[src/design/gpio_ports_pkg.sv]
// Purpose: shared constants for the parallel port block (ports B to E)
// Assumes: 8-bit register port, byte offsets as listed below
// Notes:   data latches have no reset value; direction and control do

package gpio_ports_pkg;

  // ----------------------------------------------------------------
  // widths
  // ----------------------------------------------------------------
  localparam int DATA_W = 8;
  localparam int ADDR_W = 5;
  localparam int PIN_W  = 32;

  // ----------------------------------------------------------------
  // register offsets
  // ----------------------------------------------------------------
  localparam logic [4:0] ADDR_PORT_B_DATA      = 5'h01;
  localparam logic [4:0] ADDR_PORT_C_DATA      = 5'h02;
  localparam logic [4:0] ADDR_PORT_D_DATA      = 5'h03;
  localparam logic [4:0] ADDR_PORT_B_DIRECTION = 5'h05;
  localparam logic [4:0] ADDR_PORT_C_DIRECTION = 5'h06;
  localparam logic [4:0] ADDR_PORT_D_DIRECTION = 5'h07;
  localparam logic [4:0] ADDR_PORT_E_DATA      = 5'h08;
  localparam logic [4:0] ADDR_PORT_E_DIRECTION = 5'h0C;
  localparam logic [4:0] ADDR_KEY_IRQ_CONTROL  = 5'h10;
  localparam logic [4:0] ADDR_EDGE_LEVEL       = 5'h11;
  localparam logic [4:0] ADDR_SHARE_CONTROL    = 5'h12;

  // ----------------------------------------------------------------
  // reset values
  // ----------------------------------------------------------------
  localparam logic [7:0] DIRECTION_RESET = 8'h00;
  localparam logic [7:0] CONTROL_RESET   = 8'h00;
  localparam logic [7:0] READ_IDLE       = 8'h00;

  // ----------------------------------------------------------------
  // field positions
  // ----------------------------------------------------------------
  localparam int PRESCALER_LSB  = 0;
  localparam int SERIAL_EN_BIT  = 3;
  localparam logic [2:0] PRESCALER_EXT_CLK = 3'h7;
  localparam int RX_PIN_BIT     = 1;
  localparam int TX_PIN_BIT     = 2;
  localparam int EXT_CLOCK_PIN  = 3;
  localparam int TIMER_PIN_LSB  = 4;
  localparam int PIN_B_LSB      = 0;
  localparam int PIN_C_LSB      = 8;
  localparam int PIN_D_LSB      = 16;
  localparam int PIN_E_LSB      = 24;

endpackage

[src/design/parallel_ports_b_to_e.sv]
// Purpose: parallel ports B, C, D and E with data latches and direction
// Assumes: single 250 MHz clock, sync active-high reset, pins async
// Notes:   port E pins may be lent to the timer and the serial unit
//
// How it works
// - direction bit one drives the pin; zero leaves it high-impedance input.
// - reset clears port B, C and D direction registers to all inputs.
// - reset leaves the port C and D data latches unchanged.
// - a data write always updates the latch whatever the direction.
// - writing an input pin changes only the latch, not the read level.
// - key irq enable bits route port D pins as interrupt inputs.
// - port E is eight bits, five shared with timer, two with serial.
// - port E bits 7..4 are timer channels when edge/level field nonzero.
// - a lent port E pin ignores its direction bit for drive.
// - the port E direction bit still picks latch or pin on reads.
// - port E bit 3 feeds timer external clock when prescaler selects it.
// - port E bit 2 carries serial transmit while serial is enabled.
// - port E bit 1 feeds serial receive while serial is enabled.
// - reset leaves the port B data latches unchanged.
//
// Decided for this implementation: the plain strobed port.

`timescale 1ns/1ps
`default_nettype none

module parallel_ports_b_to_e
  import gpio_ports_pkg::*;
(
  input  wire logic                          clk,
  input  wire logic                          sys_rst,
  input  wire logic [gpio_ports_pkg::ADDR_W-1:0] addr,
  input  wire logic [gpio_ports_pkg::DATA_W-1:0] wr_data,
  input  wire logic                          wr_stb,
  input  wire logic                          rd_stb,
  output logic      [gpio_ports_pkg::DATA_W-1:0] rd_data,
  input  wire logic [7:0]                    pb_in,
  output logic      [7:0]                    pb_out,
  output logic      [7:0]                    pb_oe,
  input  wire logic [7:0]                    pc_in,
  output logic      [7:0]                    pc_out,
  output logic      [7:0]                    pc_oe,
  input  wire logic [7:0]                    pd_in,
  output logic      [7:0]                    pd_out,
  output logic      [7:0]                    pd_oe,
  input  wire logic [7:0]                    pe_in,
  output logic      [7:0]                    pe_out,
  output logic      [7:0]                    pe_oe,
  output logic      [7:0]                    key_irq_pins,
  input  wire logic [3:0]                    timer_ch_out,
  input  wire logic [3:0]                    timer_ch_oe,
  output logic      [3:0]                    timer_ch_in,
  output logic                               timer_external_clock,
  input  wire logic                          serial_tx,
  output logic                               serial_rx
);

  import gpio_ports_pkg::*;

  // ----------------------------------------------------------------
  // helpers
  // ----------------------------------------------------------------
  // per-bit choice between the latch and the sampled pin
  function automatic logic [7:0] read_mix(
    input logic [7:0] dir,
    input logic [7:0] latch,
    input logic [7:0] pin
  );
    read_mix = (dir & latch) | (~dir & pin);
  endfunction

  function automatic logic hit(
    input logic [ADDR_W-1:0] a,
    input logic [ADDR_W-1:0] target
  );
    hit = (a == target);
  endfunction

  // ----------------------------------------------------------------
  // pin input synchroniser
  // ----------------------------------------------------------------
  // three stages; a level is taken only once stages two and three agree,
  // which costs a cycle but rejects single-sample glitches
  logic [PIN_W-1:0] sync_1;
  logic [PIN_W-1:0] sync_2;
  logic [PIN_W-1:0] sync_3;
  logic [PIN_W-1:0] pin_level;
  logic [PIN_W-1:0] next_pin_level;
  logic [PIN_W-1:0] stage_differ;

  always_comb begin
    stage_differ   = sync_2 ^ sync_3;
    next_pin_level = (sync_3 & ~stage_differ) | (pin_level & stage_differ);
  end

  always_ff @(posedge clk) begin
    if (sys_rst) begin
      sync_1    <= '0;
      sync_2    <= '0;
      sync_3    <= '0;
      pin_level <= '0;
    end else begin
      sync_1    <= {pe_in, pd_in, pc_in, pb_in};
      sync_2    <= sync_1;
      sync_3    <= sync_2;
      pin_level <= next_pin_level;
    end
  end

  logic [7:0] pin_b;
  logic [7:0] pin_c;
  logic [7:0] pin_d;
  logic [7:0] pin_e;

  always_comb begin
    pin_b = pin_level[PIN_B_LSB +: 8];
    pin_c = pin_level[PIN_C_LSB +: 8];
    pin_d = pin_level[PIN_D_LSB +: 8];
    pin_e = pin_level[PIN_E_LSB +: 8];
  end

  // ----------------------------------------------------------------
  // write decode
  // ----------------------------------------------------------------
  logic wr_b_data;
  logic wr_c_data;
  logic wr_d_data;
  logic wr_e_data;
  logic wr_b_dir;
  logic wr_c_dir;
  logic wr_d_dir;
  logic wr_e_dir;
  logic wr_key;
  logic wr_edge;
  logic wr_share;

  always_comb begin
    wr_b_data = wr_stb && hit(addr, ADDR_PORT_B_DATA);
    wr_c_data = wr_stb && hit(addr, ADDR_PORT_C_DATA);
    wr_d_data = wr_stb && hit(addr, ADDR_PORT_D_DATA);
    wr_e_data = wr_stb && hit(addr, ADDR_PORT_E_DATA);
    wr_b_dir  = wr_stb && hit(addr, ADDR_PORT_B_DIRECTION);
    wr_c_dir  = wr_stb && hit(addr, ADDR_PORT_C_DIRECTION);
    wr_d_dir  = wr_stb && hit(addr, ADDR_PORT_D_DIRECTION);
    wr_e_dir  = wr_stb && hit(addr, ADDR_PORT_E_DIRECTION);
    wr_key    = wr_stb && hit(addr, ADDR_KEY_IRQ_CONTROL);
    wr_edge   = wr_stb && hit(addr, ADDR_EDGE_LEVEL);
    wr_share  = wr_stb && hit(addr, ADDR_SHARE_CONTROL);
  end

  // ----------------------------------------------------------------
  // data latches
  // ----------------------------------------------------------------
  // no reset on purpose: contents survive a system reset
  logic [7:0] port_b_data;
  logic [7:0] port_c_data;
  logic [7:0] port_d_data;
  logic [7:0] port_e_data;
  logic [7:0] next_port_b_data;
  logic [7:0] next_port_c_data;
  logic [7:0] next_port_d_data;
  logic [7:0] next_port_e_data;

  always_comb begin
    next_port_b_data = wr_b_data ? wr_data : port_b_data;
    next_port_c_data = wr_c_data ? wr_data : port_c_data;
    next_port_d_data = wr_d_data ? wr_data : port_d_data;
    next_port_e_data = wr_e_data ? wr_data : port_e_data;
  end

  always_ff @(posedge clk) begin
    port_b_data <= next_port_b_data;
    port_c_data <= next_port_c_data;
    port_d_data <= next_port_d_data;
    port_e_data <= next_port_e_data;
  end

  // ----------------------------------------------------------------
  // direction and control registers
  // ----------------------------------------------------------------
  logic [7:0] port_b_direction;
  logic [7:0] port_c_direction;
  logic [7:0] port_d_direction;
  logic [7:0] port_e_direction;
  logic [7:0] key_irq_control;
  logic [7:0] edge_level_select;
  logic [7:0] share_control;
  logic [7:0] next_port_b_direction;
  logic [7:0] next_port_c_direction;
  logic [7:0] next_port_d_direction;
  logic [7:0] next_port_e_direction;
  logic [7:0] next_key_irq_control;
  logic [7:0] next_edge_level_select;
  logic [7:0] next_share_control;

  always_comb begin
    next_port_b_direction  = wr_b_dir ? wr_data : port_b_direction;
    next_port_c_direction  = wr_c_dir ? wr_data : port_c_direction;
    next_port_d_direction  = wr_d_dir ? wr_data : port_d_direction;
    next_port_e_direction  = wr_e_dir ? wr_data : port_e_direction;
    next_key_irq_control   = wr_key   ? wr_data : key_irq_control;
    next_edge_level_select = wr_edge  ? wr_data : edge_level_select;
    next_share_control     = wr_share ? wr_data : share_control;
  end

  always_ff @(posedge clk) begin
    if (sys_rst) begin
      port_b_direction  <= DIRECTION_RESET;
      port_c_direction  <= DIRECTION_RESET;
      port_d_direction  <= DIRECTION_RESET;
      port_e_direction  <= DIRECTION_RESET;
      key_irq_control   <= CONTROL_RESET;
      edge_level_select <= CONTROL_RESET;
      share_control     <= CONTROL_RESET;
    end else begin
      port_b_direction  <= next_port_b_direction;
      port_c_direction  <= next_port_c_direction;
      port_d_direction  <= next_port_d_direction;
      port_e_direction  <= next_port_e_direction;
      key_irq_control   <= next_key_irq_control;
      edge_level_select <= next_edge_level_select;
      share_control     <= next_share_control;
    end
  end

  // ----------------------------------------------------------------
  // port E sharing
  // ----------------------------------------------------------------
  logic [3:0] timer_owns;
  logic       ext_clock_sel;
  logic       serial_en;

  always_comb begin
    for (int ch = 0; ch < 4; ch++) begin
      timer_owns[ch] = |edge_level_select[2*ch +: 2];
    end
    ext_clock_sel = share_control[PRESCALER_LSB +: 3] == PRESCALER_EXT_CLK;
    serial_en     = share_control[SERIAL_EN_BIT];
  end

  // ----------------------------------------------------------------
  // pin drive
  // ----------------------------------------------------------------
  // port E drive is registered, so lent pins follow the timer and the
  // serial unit one cycle late; that keeps every data output on a flop
  logic [7:0] next_pe_out;
  logic [7:0] next_pe_oe;
  logic [7:0] next_key_irq_pins;
  logic [3:0] next_timer_ch_in;
  logic       next_timer_external_clock;
  logic       next_serial_rx;

  always_comb begin
    next_pe_out = port_e_data;
    next_pe_oe  = port_e_direction;
    for (int ch = 0; ch < 4; ch++) begin
      if (timer_owns[ch]) begin
        next_pe_out[TIMER_PIN_LSB + ch] = timer_ch_out[ch];
        next_pe_oe[TIMER_PIN_LSB + ch]  = timer_ch_oe[ch];
      end
    end
    if (ext_clock_sel) begin
      next_pe_oe[EXT_CLOCK_PIN] = 1'b0;
    end
    if (serial_en) begin
      next_pe_out[TX_PIN_BIT] = serial_tx;
      next_pe_oe[TX_PIN_BIT]  = 1'b1;
      next_pe_oe[RX_PIN_BIT]  = 1'b0;
    end
    next_key_irq_pins = pin_d & key_irq_control;
    next_timer_ch_in  = pin_e[TIMER_PIN_LSB +: 4] & timer_owns;
    next_timer_external_clock = ext_clock_sel & pin_e[EXT_CLOCK_PIN];
    // receive idles high while the serial unit is off
    next_serial_rx = serial_en ? pin_e[RX_PIN_BIT] : 1'b1;
  end

  always_ff @(posedge clk) begin
    if (sys_rst) begin
      pe_out               <= '0;
      pe_oe                <= DIRECTION_RESET;
      key_irq_pins         <= '0;
      timer_ch_in          <= '0;
      timer_external_clock <= 1'b0;
      serial_rx            <= 1'b1;
    end else begin
      pe_out               <= next_pe_out;
      pe_oe                <= next_pe_oe;
      key_irq_pins         <= next_key_irq_pins;
      timer_ch_in          <= next_timer_ch_in;
      timer_external_clock <= next_timer_external_clock;
      serial_rx            <= next_serial_rx;
    end
  end

  always_comb begin
    pb_out = port_b_data;
    pc_out = port_c_data;
    pd_out = port_d_data;
    pb_oe  = port_b_direction;
    pc_oe  = port_c_direction;
    pd_oe  = port_d_direction;
  end

  // ----------------------------------------------------------------
  // read path
  // ----------------------------------------------------------------
  // data stand only in the cycle after the strobe; otherwise zero
  logic [7:0] read_value;
  logic [7:0] next_rd_data;

  always_comb begin
    case (addr)
      ADDR_PORT_B_DATA:
        read_value = read_mix(port_b_direction, port_b_data, pin_b);
      ADDR_PORT_C_DATA:
        read_value = read_mix(port_c_direction, port_c_data, pin_c);
      ADDR_PORT_D_DATA:
        read_value = read_mix(port_d_direction, port_d_data, pin_d);
      ADDR_PORT_E_DATA:
        read_value = read_mix(port_e_direction, port_e_data, pin_e);
      ADDR_PORT_B_DIRECTION: read_value = port_b_direction;
      ADDR_PORT_C_DIRECTION: read_value = port_c_direction;
      ADDR_PORT_D_DIRECTION: read_value = port_d_direction;
      ADDR_PORT_E_DIRECTION: read_value = port_e_direction;
      ADDR_KEY_IRQ_CONTROL:  read_value = key_irq_control;
      ADDR_EDGE_LEVEL:       read_value = edge_level_select;
      ADDR_SHARE_CONTROL:    read_value = share_control;
      default:               read_value = READ_IDLE;
    endcase
    next_rd_data = rd_stb ? read_value : READ_IDLE;
  end

  always_ff @(posedge clk) begin
    if (sys_rst) begin
      rd_data <= READ_IDLE;
    end else begin
      rd_data <= next_rd_data;
    end
  end

endmodule

`default_nettype wire

[config.mk]
export PLATFORM = sky130hd
export DESIGN_NAME = parallel_ports_b_to_e
export DESIGN_NICKNAME = d
export VERILOG_FILES = /design/src/design/gpio_ports_pkg.sv /design/src/design/parallel_ports_b_to_e.sv
export SDC_FILE = /design/constraint.sdc
export NUM_CORES = 1
export LEC_CHECK = 0
export ABC_AREA = 1
export BUFFER_PORTS_ARGS = -buffer_cell sky130_fd_sc_hd__buf_2
export CORE_ASPECT_RATIO = 0.8
export CORE_MARGIN = 2
export CORE_UTILIZATION = 40
export DETAILED_ROUTE_END_ITERATION = 8
export REMOVE_ABC_BUFFERS = 1
export SYNTH_ARGS = -nofsm -noshare
export SYNTH_HDL_FRONTEND = slang
export SYNTH_SLANG_ARGS = --single-unit
[constraint.sdc]
create_clock -name clk -period 1.8 [get_ports clk]
set_input_delay 0.18 -clock clk [delete_from_list [all_inputs] [get_ports clk]]
set_output_delay 0.18 -clock clk [all_outputs]
set_load 0.1 [all_outputs]
==> results by group <==
Clock network
  – Clock-pin slew on the worst setup and hold paths: 0.06 ns
  – Clock sinks: 254
  – Clk root buf: clkbuf_16
  – CTS Buf Count: 26
  – TritonCTS clock tree: yes
  – # resized after CTS: 0
  – H-Tree Depth: 1
  – CTS Buffer Depth: 3
  – Latest clock arrival within the worst-skew pair: 0.53 ns

Worst setup path
  – CP endpoint kind: primary output
  – FF-to-FF End: rd_data[7]$_SDFF_PP0_
  – CP Class: reg2out
  – Startpoint Class: register
  – CP max stage cell: buf_2
  – Max FO, Critical Path: 4
  – Worst path cell trace: buf_2
  – Worst r2r path cells: 9
  – Reg2Reg Setup Slack: 0.50 ns
  – Crit-path leading delay family: buffers and inverters
  – Req. time, crit path: 1.62 ns
  – CP peak stage delay: 0.47 ns
  – Worst flop-to-flop path startpoint: pc_oe[7]$_SDFFE_PP0P_
  – WP buf/inv: 1
  – CP arrival: 1.44 ns

Die
  – DIE WIDTH: 174.5 um
  – Die area: 0.02449 mm^2
  – DIE HEIGHT: 140.4 um
  – Core box area: 0.02262 mm^2
  – Site row count: 49
  – # IOs: 144
  – Initial Utilization: 41.10%

Global route
  – First-pass GRT wire length: 37.81 mm
  – Number of global-route vias before repair: 6875
  – Total track usage: 19.59%
  – Initial antenna violation count: 0
  – Gr ovfl total: 0
  – Largest net degree at the start of global routing: 74

Placement
  – Input/output buffers: 143
  – Worst slack at placement: 0.1628 ns
  – HPWL after detailed placement: 16.87 mm
  – Final Wtd Congestion: 0.9321

Timing
  – Slew Limit Fails: 0
  – Final worst slack: 0.1844 ns
  – # setup viols final: 0
  – Final setup TNS: 0 ns
  – Clock Skews: 0.006536 ns
  – Final min period: 1.616 ns
  – Slew @ Worst Pin: 0.5300 ns
  – Tcrit/Tclk final: 89.76%
  – Fmax: 619.0 MHz
  – RSZ-0062 raised after global routing: no
  – Relative slew slack: 64.91%
  – Final Hold Viols: 0

Synthesis
  – Mapped Cells: 1121
  – Synthesized area: 0.009299 mm^2
  – Seq/Total Area, Yosys: 58.13%
  – Count of different cell masters after synthesis: 25
  – Avg Cell Area, Syn: 8.295 um^2
  – Flops & latches, synth: 254
  – Synth Warn #: 0

Detailed routing
  – Post-route ant nets: 0
  – Drt first pass iters: 5
  – Final WL: 24.34 mm
  – DRT iter0 DRCs: 574
  – Routed wire per std cell: 14.91 um
  – Vias: 7616
  – Via density: 4.664
  – DRC violations left: 0

Power
  – NetSw: 0.002741 W
  – PwrDens: 1031 mW/mm^2
  – VDD IR max: 0.0006732 V
  – P_int: 0.009253 W
  – Share of power burned in registers: 49.3%
  – Clock power frac: 44.3%
  – Leak: 5.121 nW
  – Combinational power share: 6.4%
  – Net Sw Frac: 22.85%

Run
  – Max-cap violation count: 0

Cells and area
  – Inserted Diodes: 0
  – Nets: 1368
  – P&R area growth vs syn: 25.13%
  – Share of cells above drive strength 1: 16.73%

Run status
  – Status: complete, no violations

Min path
  – HP Class: in2reg
  – Hold path start: wr_data[1]
  – Min-Delay Endpoint: pc_out[1]$_DFFE_PP_
  – Hold path depth: 1
[layout make-up]
class	instances	area, um^2
Sequential cell	254	5405
Clock inverter	8	76.32
Fill cell	2144	10990
Inverter	184	690.7
Clock buffer	37	784.5
Timing Repair Buffer	207	1344
Tap cell	306	382.9
Multi-Input combinational cell	637	2953
[kinds of logic after synthesis]
| group | Yosys count | synth area share [%] |
|---|---|---|
| and+or+nand+nor | 448 | 21.18 |
| buffers and inverters | 230 | 10.12 |
| DFF | 254 | 58.13 |
| AOI/OAI and AO/OA | 189 | 10.58 |
[cells in the mapped netlist]
library cell | n | share of area (%)
nand4_1 | 25 | 1.7
nand4_2 | 1 | 0.13
nand4_4 | 1 | 0.23
buf_2 | 11 | 0.59
nand3_2 | 3 | 0.32
nor2_8 | 1 | 0.22
dfxtp_1 | 222 | 48
edfxtp_1 | 32 | 10
nand2_1 | 154 | 6.2
nor2_4 | 5 | 0.61
clkbuf_1 | 21 | 0.85
buf_4 | 7 | 0.57
nand3_1 | 70 | 3.8
inv_2 | 3 | 0.12
a211oi_1 | 15 | 1.2
nor2_2 | 4 | 0.27
o21ai_1 | 2 | 0.11
buf_6 | 5 | 0.61
nand2_2 | 2 | 0.13
a21oi_1 | 97 | 5.2
nor3_1 | 19 | 1.0
nor2_1 | 163 | 6.6
inv_1 | 181 | 7.3
o21ai_0 | 75 | 4.0
buf_1 | 2 | 0.081
[power by group through the flow]
stage / registers (W) / clock network, W / logic [W]
floorplan: 0.00619 / 0 / 0.000225
global placement: 0.00604 / 0 / 0.000683
detailed placement: 0.00604 / 0 / 0.000688
CTS: 0.00592 / 0.00544 / 0.000763
global route: 0.00593 / 0.00567 / 0.000833
finish: 0.00592 / 0.00532 / 0.000762
[what timing repair did]
action                                 4_1_cts  5_1_grt
endpoints found under the hold margin       41        0
setup buffers                                0        0
hold buffers                                43        0
[through the flow]
stage	cells	cell area, um^2	hold WS [ns]	total power [W]	util (%)
floorplan	1075	9049	0.2491	0.006415	-
global placement	1545	10340	0.3781	0.006720	45.73
detailed placement	1545	10340	0.3846	0.006727	45.73
CTS	1633	11640	0.04061	0.01212	51.44
global route	1633	11640	0.04997	0.01243	51.44
finish	1633	11640	0.06729	0.01199	51.44
[routing by layer]
layer | GRT usage, % | share of wire [%]
met5 | 0 | 0
met1 | 28.69 | 49
met3 | 4.017 | 6.4
met4 | 4.954 | 2.4
met2 | 29.49 | 42
[worst max path at each step]
stage | start | to | slack [ns] | cells after the start
after floorplan | addr[2] | pb_out[0]$_DFFE_PP_ | 0.1 | 3
after global placement | addr[0] | pc_oe[6]$_SDFFE_PP0P_ | 0.22 | 7
after detailed placement | addr[0] | pc_oe[4]$_SDFFE_PP0P_ | 0.16 | 7
after CTS | pd_oe[1]$_SDFFE_PP0P_ | pd_oe[1] | 0.15 | 1
after global routing | pc_oe[1]$_SDFFE_PP0P_ | pc_oe[1] | 0.14 | 1
final | pb_oe[6]$_SDFFE_PP0P_ | pb_oe[6] | 0.18 | 1
[layout by cell type, fill, tap and decap left out, types with 2 or more instances in the layout]
| cell type | n |
|---|---|
| edfxtp_1 | 32 |
| nand2_2 | 2 |
| inv_2 | 3 |
| nor3_1 | 19 |
| clkbuf_8 | 5 |
| nor2_2 | 4 |
| nand3_2 | 3 |
| a211oi_1 | 15 |
| dlygate4sd3_1 | 43 |
| dfxtp_1 | 222 |
| buf_4 | 19 |
| buf_2 | 142 |
| a21oi_1 | 97 |
| nor2_4 | 5 |
| clkbuf_16 | 28 |
| inv_1 | 180 |
| nor2_1 | 163 |
| o21ai_1 | 2 |
| nand3_1 | 70 |
| clkinv_2 | 2 |
| nand4_1 | 25 |
| clkinv_1 | 4 |
| o21ai_0 | 75 |
| nand2_1 | 154 |
| buf_12 | 3 |
| clkbuf_1 | 4 |
Power figures use the tool's default switching activity.
